==> src/rtl/uiif_defines.svh <==
// register offsets, field positions, reset values and codes for the uart
// interrupt identity / queue control block; included by the package and top
`ifndef UIIF_DEFINES_SVH
`define UIIF_DEFINES_SVH

`define UIIF_OFF_IDENTITY     4'h8
`define UIIF_OFF_STATUS       4'h0
`define UIIF_OFF_MASK         4'h4

`define UIIF_BIT_QUEUE_EN     0
`define UIIF_BIT_RX_FLUSH     1
`define UIIF_BIT_TX_FLUSH     2
`define UIIF_BIT_DMA_SEL      3

`define UIIF_ID_NONE          4'h1
`define UIIF_ID_TX_EMPTY      4'h2
`define UIIF_ID_MODEM         4'h0
`define UIIF_ID_RX_DATA       4'h4
`define UIIF_ID_LINE_STATUS   4'h6
`define UIIF_ID_BUSY          4'h7
`define UIIF_ID_CHAR_TIMEOUT  4'hc

`define UIIF_RST_IDENTITY     4'h1
`define UIIF_RST_STATUS       2'h0
`define UIIF_RST_MASK         2'h0

`define UIIF_EVT_FLUSH_TX     0
`define UIIF_EVT_FLUSH_RX     1

`endif

==> src/rtl/uiif_pkg.sv <==
// types for the uart interrupt identity / queue control block
// assumes uiif_defines.svh is on the include path
`include "uiif_defines.svh"

package uiif_pkg;
  typedef enum logic [1:0] {
    UIIF_WR_IDLE = 2'b00,
    UIIF_WR_RESP = 2'b01
  } uiif_wr_state_t;

  typedef logic [3:0] uiif_code_t;
endpackage

==> src/rtl/uiif_top.sv <==
// uart interrupt identity and queue control register behind an axi4-lite slave
// assumes interrupt sources arrive as levels from logic on sys_clk
//
// Functional notes
// - read returns four-bit code of top pending source, fixed encodings
// - line status first, then busy, then rx data, then timeout, then tx empty, then modem
// - bit 3 write selects dma request signalling mode zero or one
// - bit 2 write of one flushes tx queue control; self clearing
// - bit 1 write of one flushes rx queue control; self clearing
// - bit 0 write enables or disables both queues together
// - any change of queue enable flushes both queues
// - after reset identity reads 0001, no interrupt pending
`include "uiif_defines.svh"
`timescale 1ns/1ps
`default_nettype none

module uiif_top
  import uiif_pkg::*;
(
  input  wire logic        sys_clk,
  input  wire logic        rst_n,
  input  wire logic [3:0]  s_axi_awaddr,
  input  wire logic        s_axi_awvalid,
  output var  logic        s_axi_awready,
  input  wire logic [31:0] s_axi_wdata,
  input  wire logic [3:0]  s_axi_wstrb,
  input  wire logic        s_axi_wvalid,
  output var  logic        s_axi_wready,
  output var  logic [1:0]  s_axi_bresp,
  output var  logic        s_axi_bvalid,
  input  wire logic        s_axi_bready,
  input  wire logic [3:0]  s_axi_araddr,
  input  wire logic        s_axi_arvalid,
  output var  logic        s_axi_arready,
  output var  logic [31:0] s_axi_rdata,
  output var  logic [1:0]  s_axi_rresp,
  output var  logic        s_axi_rvalid,
  input  wire logic        s_axi_rready,
  input  wire logic        src_line_status,
  input  wire logic        src_rx_data,
  input  wire logic        src_char_timeout,
  input  wire logic        src_tx_empty,
  input  wire logic        src_modem,
  input  wire logic        src_busy,
  output var  logic        queue_enable,
  output var  logic        dma_signalling_select,
  output var  logic        tx_queue_flush,
  output var  logic        rx_queue_flush,
  output var  logic        irq
);

  uiif_wr_state_t wr_state;
  logic           aw_held;
  logic           w_held;
  logic [3:0]     aw_addr;
  logic [31:0]    w_data;
  logic [3:0]     w_strb;
  logic           wr_fire;
  logic [1:0]     status;
  logic [1:0]     mask;
  logic [1:0]     next_status;
  logic           status_read;
  uiif_code_t     interrupt_identity_code;
  uiif_code_t     next_identity;
  logic [31:0]    next_rdata;
  logic [1:0]     next_rresp;
  logic           wr_ctrl;
  logic           wr_mask;
  logic           low_lane;
  logic           aw_take;
  logic           w_take;
  logic           ar_take;

  // top pending source; busy detect sits above rx data, below line status
  function automatic uiif_code_t uiif_pick(input logic ls, input logic busy,
                                           input logic rxd, input logic cto,
                                           input logic txe, input logic mdm);
    uiif_code_t c;
    c = `UIIF_ID_NONE;
    if (ls) begin
      c = `UIIF_ID_LINE_STATUS;
    end else if (busy) begin
      c = `UIIF_ID_BUSY;
    end else if (rxd) begin
      c = `UIIF_ID_RX_DATA;
    end else if (cto) begin
      c = `UIIF_ID_CHAR_TIMEOUT;
    end else if (txe) begin
      c = `UIIF_ID_TX_EMPTY;
    end else if (mdm) begin
      c = `UIIF_ID_MODEM;
    end
    return c;
  endfunction

  function automatic logic uiif_hit(input logic [3:0] a, input logic [3:0] off);
    return a[3:2] == off[3:2];
  endfunction

  // any of the three words this block answers for
  function automatic logic uiif_mapped(input logic [3:0] a);
    return uiif_hit(a, `UIIF_OFF_IDENTITY) || uiif_hit(a, `UIIF_OFF_MASK) ||
           uiif_hit(a, `UIIF_OFF_STATUS);
  endfunction

  // a flush bit, or any change of the enable bit, resets that queue's control
  function automatic logic uiif_flush(input logic req, input logic en_new,
                                      input logic en_now);
    return req || (en_new != en_now);
  endfunction

  // write channel: address and data taken in either order, one at a time
  assign aw_take  = s_axi_awready && s_axi_awvalid;
  assign w_take   = s_axi_wready && s_axi_wvalid;
  assign wr_fire  = aw_held && w_held && (wr_state == UIIF_WR_IDLE);
  assign low_lane = w_strb[0];
  assign wr_ctrl  = wr_fire && low_lane && uiif_hit(aw_addr, `UIIF_OFF_IDENTITY);
  assign wr_mask  = wr_fire && low_lane && uiif_hit(aw_addr, `UIIF_OFF_MASK);

  // the address waits here until its data arrives, in either order
  always_ff @(posedge sys_clk or negedge rst_n) begin
    if (!rst_n) begin
      aw_held <= 1'b0;
    end else if (wr_fire) begin
      aw_held <= 1'b0;
    end else if (aw_take) begin
      aw_held <= 1'b1;
    end
  end

  always_ff @(posedge sys_clk or negedge rst_n) begin
    if (!rst_n) begin
      aw_addr <= 4'h0;
    end else if (aw_take) begin
      aw_addr <= s_axi_awaddr;
    end
  end

  // ready drops while a word is held, so a second write cannot overrun it
  always_ff @(posedge sys_clk or negedge rst_n) begin
    if (!rst_n) begin
      s_axi_awready <= 1'b0;
    end else if (wr_fire || aw_take) begin
      s_axi_awready <= 1'b0;
    end else begin
      s_axi_awready <= !aw_held && (wr_state == UIIF_WR_IDLE);
    end
  end

  always_ff @(posedge sys_clk or negedge rst_n) begin
    if (!rst_n) begin
      w_held <= 1'b0;
    end else if (wr_fire) begin
      w_held <= 1'b0;
    end else if (w_take) begin
      w_held <= 1'b1;
    end
  end

  // strobe lane 0 gates the effect; the other lanes carry no field
  always_ff @(posedge sys_clk or negedge rst_n) begin
    if (!rst_n) begin
      w_data <= 32'h0;
      w_strb <= 4'h0;
    end else if (w_take) begin
      w_data <= s_axi_wdata;
      w_strb <= s_axi_wstrb;
    end
  end

  always_ff @(posedge sys_clk or negedge rst_n) begin
    if (!rst_n) begin
      s_axi_wready <= 1'b0;
    end else if (wr_fire || w_take) begin
      s_axi_wready <= 1'b0;
    end else begin
      s_axi_wready <= !w_held && (wr_state == UIIF_WR_IDLE);
    end
  end

  always_ff @(posedge sys_clk or negedge rst_n) begin
    if (!rst_n) begin
      wr_state     <= UIIF_WR_IDLE;
      s_axi_bvalid <= 1'b0;
    end else begin
      unique case (wr_state)
        UIIF_WR_IDLE: begin
          if (wr_fire) begin
            wr_state     <= UIIF_WR_RESP;
            s_axi_bvalid <= 1'b1;
          end
        end
        UIIF_WR_RESP: begin
          if (s_axi_bready) begin
            wr_state     <= UIIF_WR_IDLE;
            s_axi_bvalid <= 1'b0;
          end
        end
        default: begin
          wr_state     <= UIIF_WR_IDLE;
          s_axi_bvalid <= 1'b0;
        end
      endcase
    end
  end

  // bresp is caught with the fire so it stands unchanged while bvalid waits
  always_ff @(posedge sys_clk or negedge rst_n) begin
    if (!rst_n) begin
      s_axi_bresp <= 2'h0;
    end else if (wr_fire) begin
      // unmapped addresses answer decerr (2'h3)
      s_axi_bresp <= uiif_mapped(aw_addr) ? 2'h0 : 2'h3;
    end
  end

  // enable level; a change of it also flushes both queues below
  always_ff @(posedge sys_clk or negedge rst_n) begin
    if (!rst_n) begin
      queue_enable <= 1'b0;
    end else if (wr_ctrl) begin
      queue_enable <= w_data[`UIIF_BIT_QUEUE_EN];
    end
  end

  always_ff @(posedge sys_clk or negedge rst_n) begin
    if (!rst_n) begin
      dma_signalling_select <= 1'b0;
    end else if (wr_ctrl) begin
      dma_signalling_select <= w_data[`UIIF_BIT_DMA_SEL];
    end
  end

  // flush strobes last one cycle, so software never has to clear them
  always_ff @(posedge sys_clk or negedge rst_n) begin
    if (!rst_n) begin
      tx_queue_flush <= 1'b0;
    end else begin
      tx_queue_flush <= wr_ctrl && uiif_flush(w_data[`UIIF_BIT_TX_FLUSH],
                                              w_data[`UIIF_BIT_QUEUE_EN],
                                              queue_enable);
    end
  end

  always_ff @(posedge sys_clk or negedge rst_n) begin
    if (!rst_n) begin
      rx_queue_flush <= 1'b0;
    end else begin
      rx_queue_flush <= wr_ctrl && uiif_flush(w_data[`UIIF_BIT_RX_FLUSH],
                                              w_data[`UIIF_BIT_QUEUE_EN],
                                              queue_enable);
    end
  end

  // identity follows sources only; bus writes never reach it
  always_comb begin
    next_identity = uiif_pick(src_line_status, src_busy, src_rx_data,
                              src_char_timeout, src_tx_empty, src_modem);
  end

  always_ff @(posedge sys_clk or negedge rst_n) begin
    if (!rst_n) begin
      interrupt_identity_code <= `UIIF_RST_IDENTITY;
    end else begin
      interrupt_identity_code <= next_identity;
    end
  end

  // sticky flush events; set wins over clear-on-read
  assign ar_take     = s_axi_arready && s_axi_arvalid;
  assign status_read = ar_take && uiif_hit(s_axi_araddr, `UIIF_OFF_STATUS);

  always_comb begin
    next_status = status_read ? 2'h0 : status;
    next_status[`UIIF_EVT_FLUSH_TX] = next_status[`UIIF_EVT_FLUSH_TX] | tx_queue_flush;
    next_status[`UIIF_EVT_FLUSH_RX] = next_status[`UIIF_EVT_FLUSH_RX] | rx_queue_flush;
  end

  always_ff @(posedge sys_clk or negedge rst_n) begin
    if (!rst_n) begin
      status <= `UIIF_RST_STATUS;
    end else begin
      status <= next_status;
    end
  end

  always_ff @(posedge sys_clk or negedge rst_n) begin
    if (!rst_n) begin
      mask <= `UIIF_RST_MASK;
    end else if (wr_mask) begin
      mask <= w_data[1:0];
    end
  end

  // irq uses the next status and mask, so it never lags the bits it reports
  always_ff @(posedge sys_clk or negedge rst_n) begin
    if (!rst_n) begin
      irq <= 1'b0;
    end else begin
      irq <= |(next_status & (wr_mask ? w_data[1:0] : mask));
    end
  end

  // read channel
  always_comb begin
    next_rdata = 32'h0;
    next_rresp = 2'h0;
    if (uiif_hit(s_axi_araddr, `UIIF_OFF_IDENTITY)) begin
      next_rdata[3:0] = interrupt_identity_code;
    end else if (uiif_hit(s_axi_araddr, `UIIF_OFF_STATUS)) begin
      next_rdata[1:0] = status;
    end else if (uiif_hit(s_axi_araddr, `UIIF_OFF_MASK)) begin
      next_rdata[1:0] = mask;
    end else begin
      next_rresp = 2'h3;
    end
  end

  always_ff @(posedge sys_clk or negedge rst_n) begin
    if (!rst_n) begin
      s_axi_arready <= 1'b0;
    end else if (ar_take) begin
      s_axi_arready <= 1'b0;
    end else if (!s_axi_rvalid) begin
      s_axi_arready <= 1'b1;
    end
  end

  always_ff @(posedge sys_clk or negedge rst_n) begin
    if (!rst_n) begin
      s_axi_rvalid <= 1'b0;
    end else if (ar_take) begin
      s_axi_rvalid <= 1'b1;
    end else if (s_axi_rready) begin
      s_axi_rvalid <= 1'b0;
    end
  end

  // read data and response are caught at the take and stand until rready
  always_ff @(posedge sys_clk or negedge rst_n) begin
    if (!rst_n) begin
      s_axi_rdata <= 32'h0;
      s_axi_rresp <= 2'h0;
    end else if (ar_take) begin
      s_axi_rdata <= next_rdata;
      s_axi_rresp <= next_rresp;
    end
  end

endmodule

`default_nettype wire

==> config.mk <==
export PLATFORM = sky130hd
export DESIGN_NAME = uiif_top
export DESIGN_NICKNAME = d
export VERILOG_FILES = /design/src/rtl/uiif_pkg.sv /design/src/rtl/uiif_top.sv
export VERILOG_INCLUDE_DIRS = /design/src /design/src/rtl
export SDC_FILE = /design/constraint.sdc
export NUM_CORES = 1
export LEC_CHECK = 0
export BUFFER_PORTS_ARGS = -buffer_cell sky130_fd_sc_hd__buf_4
export CORE_AREA = 4 4 66 68
export CTS_CLUSTER_DIAMETER = 200
export CTS_CLUSTER_SIZE = 28
export DETAILED_ROUTE_END_ITERATION = 6
export DIE_AREA = 0 0 70 72
export PLACE_DENSITY = 0.77
export SKIP_CTS_REPAIR_TIMING = 1
export SYNTH_ARGS = -nofsm -noshare
export SYNTH_HDL_FRONTEND = slang
export SYNTH_SLANG_ARGS = --single-unit
==> constraint.sdc <==
create_clock -name sys_clk -period 1.9 [get_ports sys_clk]
set_clock_uncertainty 0.15 [all_clocks]
set_input_delay 0.095 -clock sys_clk [delete_from_list [all_inputs] [get_ports sys_clk]]
set_output_delay 0.095 -clock sys_clk [all_outputs]
set_load 0.005 [all_outputs]
==> summary.md <==
| Metric | Value |
|---|---|
| Cells after DPL | `217` |
| Leak pwr | `~1.0 nW` |
| Util after Layout | `53.5%` |
| Achievable frequency | `~560 MHz` |
| M1 WL | `1120 um` |
| Syn Area/Cell | `~11 um2` |
| Most common cell after layout, fill and taps aside | `buf_4` |
| Antenna violation net count after detailed routing | `0` |
| Met3 WL | `137 um` |
| Slowest CP cell | `dfrtp_1` |
| Hold Fails Final Rpt | `0` |
| Gpl congestion | `0.726` |
| Total Negative Setup Slacks | `0 ns` |
| Root Buffer | `clkbuf_8` |
| Die area | `around 5000 um2` |
| Total number of vias | `between 1k and 1.5k` |
| First-iteration detailed-routing DRC count | `36` |
| Detailed Routing Iterations Pass 1 | `4` |
| Clock tree from TritonCTS | `done` |
| Fillers | `between 300 and 400` |
| Critical Path Sink Type | `register` |
| Final setup viols | `0` |
| Slew Viols, Final | `0` |
| Htree depth | `2` |
| Synthesized cell area | `approximately 1500 um2` |
| Clk sink count | `33` |
| Cell variety after synth | `25` |
| Die height | `roughly 70 um` |
| Final period util | `slightly above 90%` |
| Multi-input logic area | `between 500 and 600 um2` |
| Reg area | `around 830 um2` |
| Switching power | `between 0.7 and 0.8 mW` |
| Share of cells above drive strength 1 | `between 30% and 40%` |
| Port Buffer Count | `39` |
| Clk buf depth | `2` |
| # diodes | `0` |
| Peak VDD IR | `about 0.00054 V` |
| Pwr dens | `around 1200 nW/um2` |
| Synth Register Bits | `33` |
| WP data required | `roughly 1.9 ns` |
| Dpl ws | `around 0.13 ns` |
| DIE WIDTH | `roughly 70 um` |
| Fin worst setup slack | `around 0.12 ns` |
| Unrepaired setup endpoints after global routing | `false` |
| Total wire length | `2900 um` |
| Core area | `around 3900 um2` |
| Maxcap violations | `0` |
| Clk_lat worst skew | `approximately 0.27 ns` |
| Largest net degree at the start of global routing | `34` |
| Metal2 WL | `roughly 1600 um` |
| CP max stage delay | `between 0.3 and 0.4 ns` |
| Nets | `between 200 and 300` |
| Status | `finished clean` |
| Cell-internal power | `between 1.5 and 2 mW` |
| Seq pwr share | `between 40% and 50%` |
| Clk pwr share | `22.6%` |
| Global-route wire length before repair | `~4000 um` |
| Sequential element share of the synthesized area | `a little over half` |
| Critical Path AT | `about 1.8 ns` |
| Initial antenna violation count | `0` |
| Synth Warn # | `0` |
| GRT Util Overall | `between 10% and 20%` |
| Startpoint Class | `register` |
| Most frequent cells in the layout | `40 x buf_4, 32 x dfrtp_1, 28 x conb_1` |
| DRC Markers | `0` |
| Combinational share of power | `around 31%` |
| CP Class | `reg2reg` |
| DP Wirelength | `between 2000 and 2500 um` |
| Vias in the first global route | `910` |
| Switching Share | `29.1%` |
| Clock-pin slew on the worst setup and hold paths | `0.07 ns` |
| Total power | `about 2.5 mW` |
| I/O pin total | `103` |
| Wire length per cell | `11.7 um` |
| Global route overflow | `0` |
| Worst path cell trace | `and3b_4 > and4b_4 > mux2_4 > a22o_1` |
| Min-delay worst type | `in2reg` |
| Area added between synthesis and finish | `37.0%` |
| Final Critical Period | `roughly 1.8 ns` |
| Initial Utilization | `approximately two fifths` |
| Cells after synthesis | `approximately 130` |
| Row cnt | `23` |
| Top Layer Used | `met4` |
| Total CTS buffers | `5` |
| Finished Layout Cells | `between 200 and 250` |
| Drt via density | `approximately 4.2` |
| Worst Path Max Fanout | `4` |
synth_stat cells:
cell | instances | area share, %
clkbuf_1 | 1 | 0.25
nor3_2 | 1 | 0.66
and2_1 | 2 | 0.83
and3b_4 | 1 | 0.83
buf_4 | 30 | 15
a21o_1 | 2 | 1.0
conb_1 | 1 | 0.25
dfrtp_1 | 32 | 53
xor2_1 | 1 | 0.58
a22o_1 | 3 | 1.7
a21oi_1 | 5 | 1.7
or3_1 | 1 | 0.42
inv_1 | 2 | 0.50
nor2b_1 | 2 | 0.83
mux2i_1 | 2 | 1.3
o21ai_0 | 5 | 1.7
nor4b_1 | 1 | 0.58
dfstp_2 | 1 | 1.7
o21a_1 | 3 | 1.5
mux2_4 | 2 | 2.0
nor2_1 | 8 | 2.0
and4b_4 | 1 | 0.91
nand3_1 | 2 | 0.66
nand2_1 | 13 | 3.2
mux2_2 | 9 | 6.7
layer usage:
layer,up-vias,GRT usage [%]
li1,507,-
met1,501,11.8
met2,34,18.0
met3,2,3.05
met4,0,5.74
met5,-,0
kinds of logic after synthesis:
family / Yosys count / synth area share (%)
other cells: 1 / 0.249
xor+xnor: 1 / 0.582
compound gates: 18 / 7.56
flops: 33 / 54.9
simple gates: 32 / 11.0
mux: 13 / 10.1
buf+inv: 33 / 15.7
layout make-up:
type	count	area share, %
flip-flops and latches	33	40.1
multi-input cells	92	26.4
repair buffers	62	25.2
clock buffers	7	4.67
well taps	50	3.03
inverters	2	0.364
clock inverters	1	0.243
sequential cells by signal (all words and copies together) (netlist names), 2 cells and up:
signal,flops
aw_addr,2
interrupt_identity_code,4
mask,2
s_axi_rdata,4
status,2
w_data,4
metrics by stage:
step                hold slack (ns)  instance area, um2
floorplan                    -0.351                1610
global placement            -0.0965                1740
detailed placement          -0.0895                1740
CTS                          -0.391                1840
global route                  0.110                2060
finish                       0.0927                2060
power by group through the flow:
stage | registers [mW] | clock network (mW) | logic, mW
finish | 1.15 | 0.560 | 0.772
global route | 1.19 | 0.603 | 0.856
CTS | 1.15 | 0.583 | 0.750
detailed placement | 1.16 | 0 | 0.746
global placement | 1.15 | 0 | 0.722
floorplan | 1.13 | 0 | 0.467
worst paths after layout:
check | start | depth (start not counted) | endpoint | slack [ns]
worst max-delay path | s_axi_bvalid$_DFFE_PN0P_ | 4 | irq$_DFF_PN0_ | 0.12
worst min-delay path | s_axi_arvalid | 4 | s_axi_rvalid$_DFFE_PN0P_ | 0.09
worst max register to register | s_axi_bvalid$_DFFE_PN0P_ | 4 | irq$_DFF_PN0_ | 0.12
worst min register to register | interrupt_identity_code[2]$_DFF_PN0_ | 1 | s_axi_rdata[2]$_DFFE_PN0P_ | 0.31
max in group asynchronous | rst_n | 2 | interrupt_identity_code[0]$_DFF_PN1_ | 1.13
min in group asynchronous | rst_n | 2 | s_axi_awready$_DFF_PN0_ | 0.14
worst max-delay path, delay by kind of cell (launching register included):
family             cells  cell delay, ns
AOI/OAI and AO/OA      1            0.24
DFF                    1            0.39
muxes                  1            0.31
and+or+nand+nor        2            0.58
(Power assumes the default switching activity.)
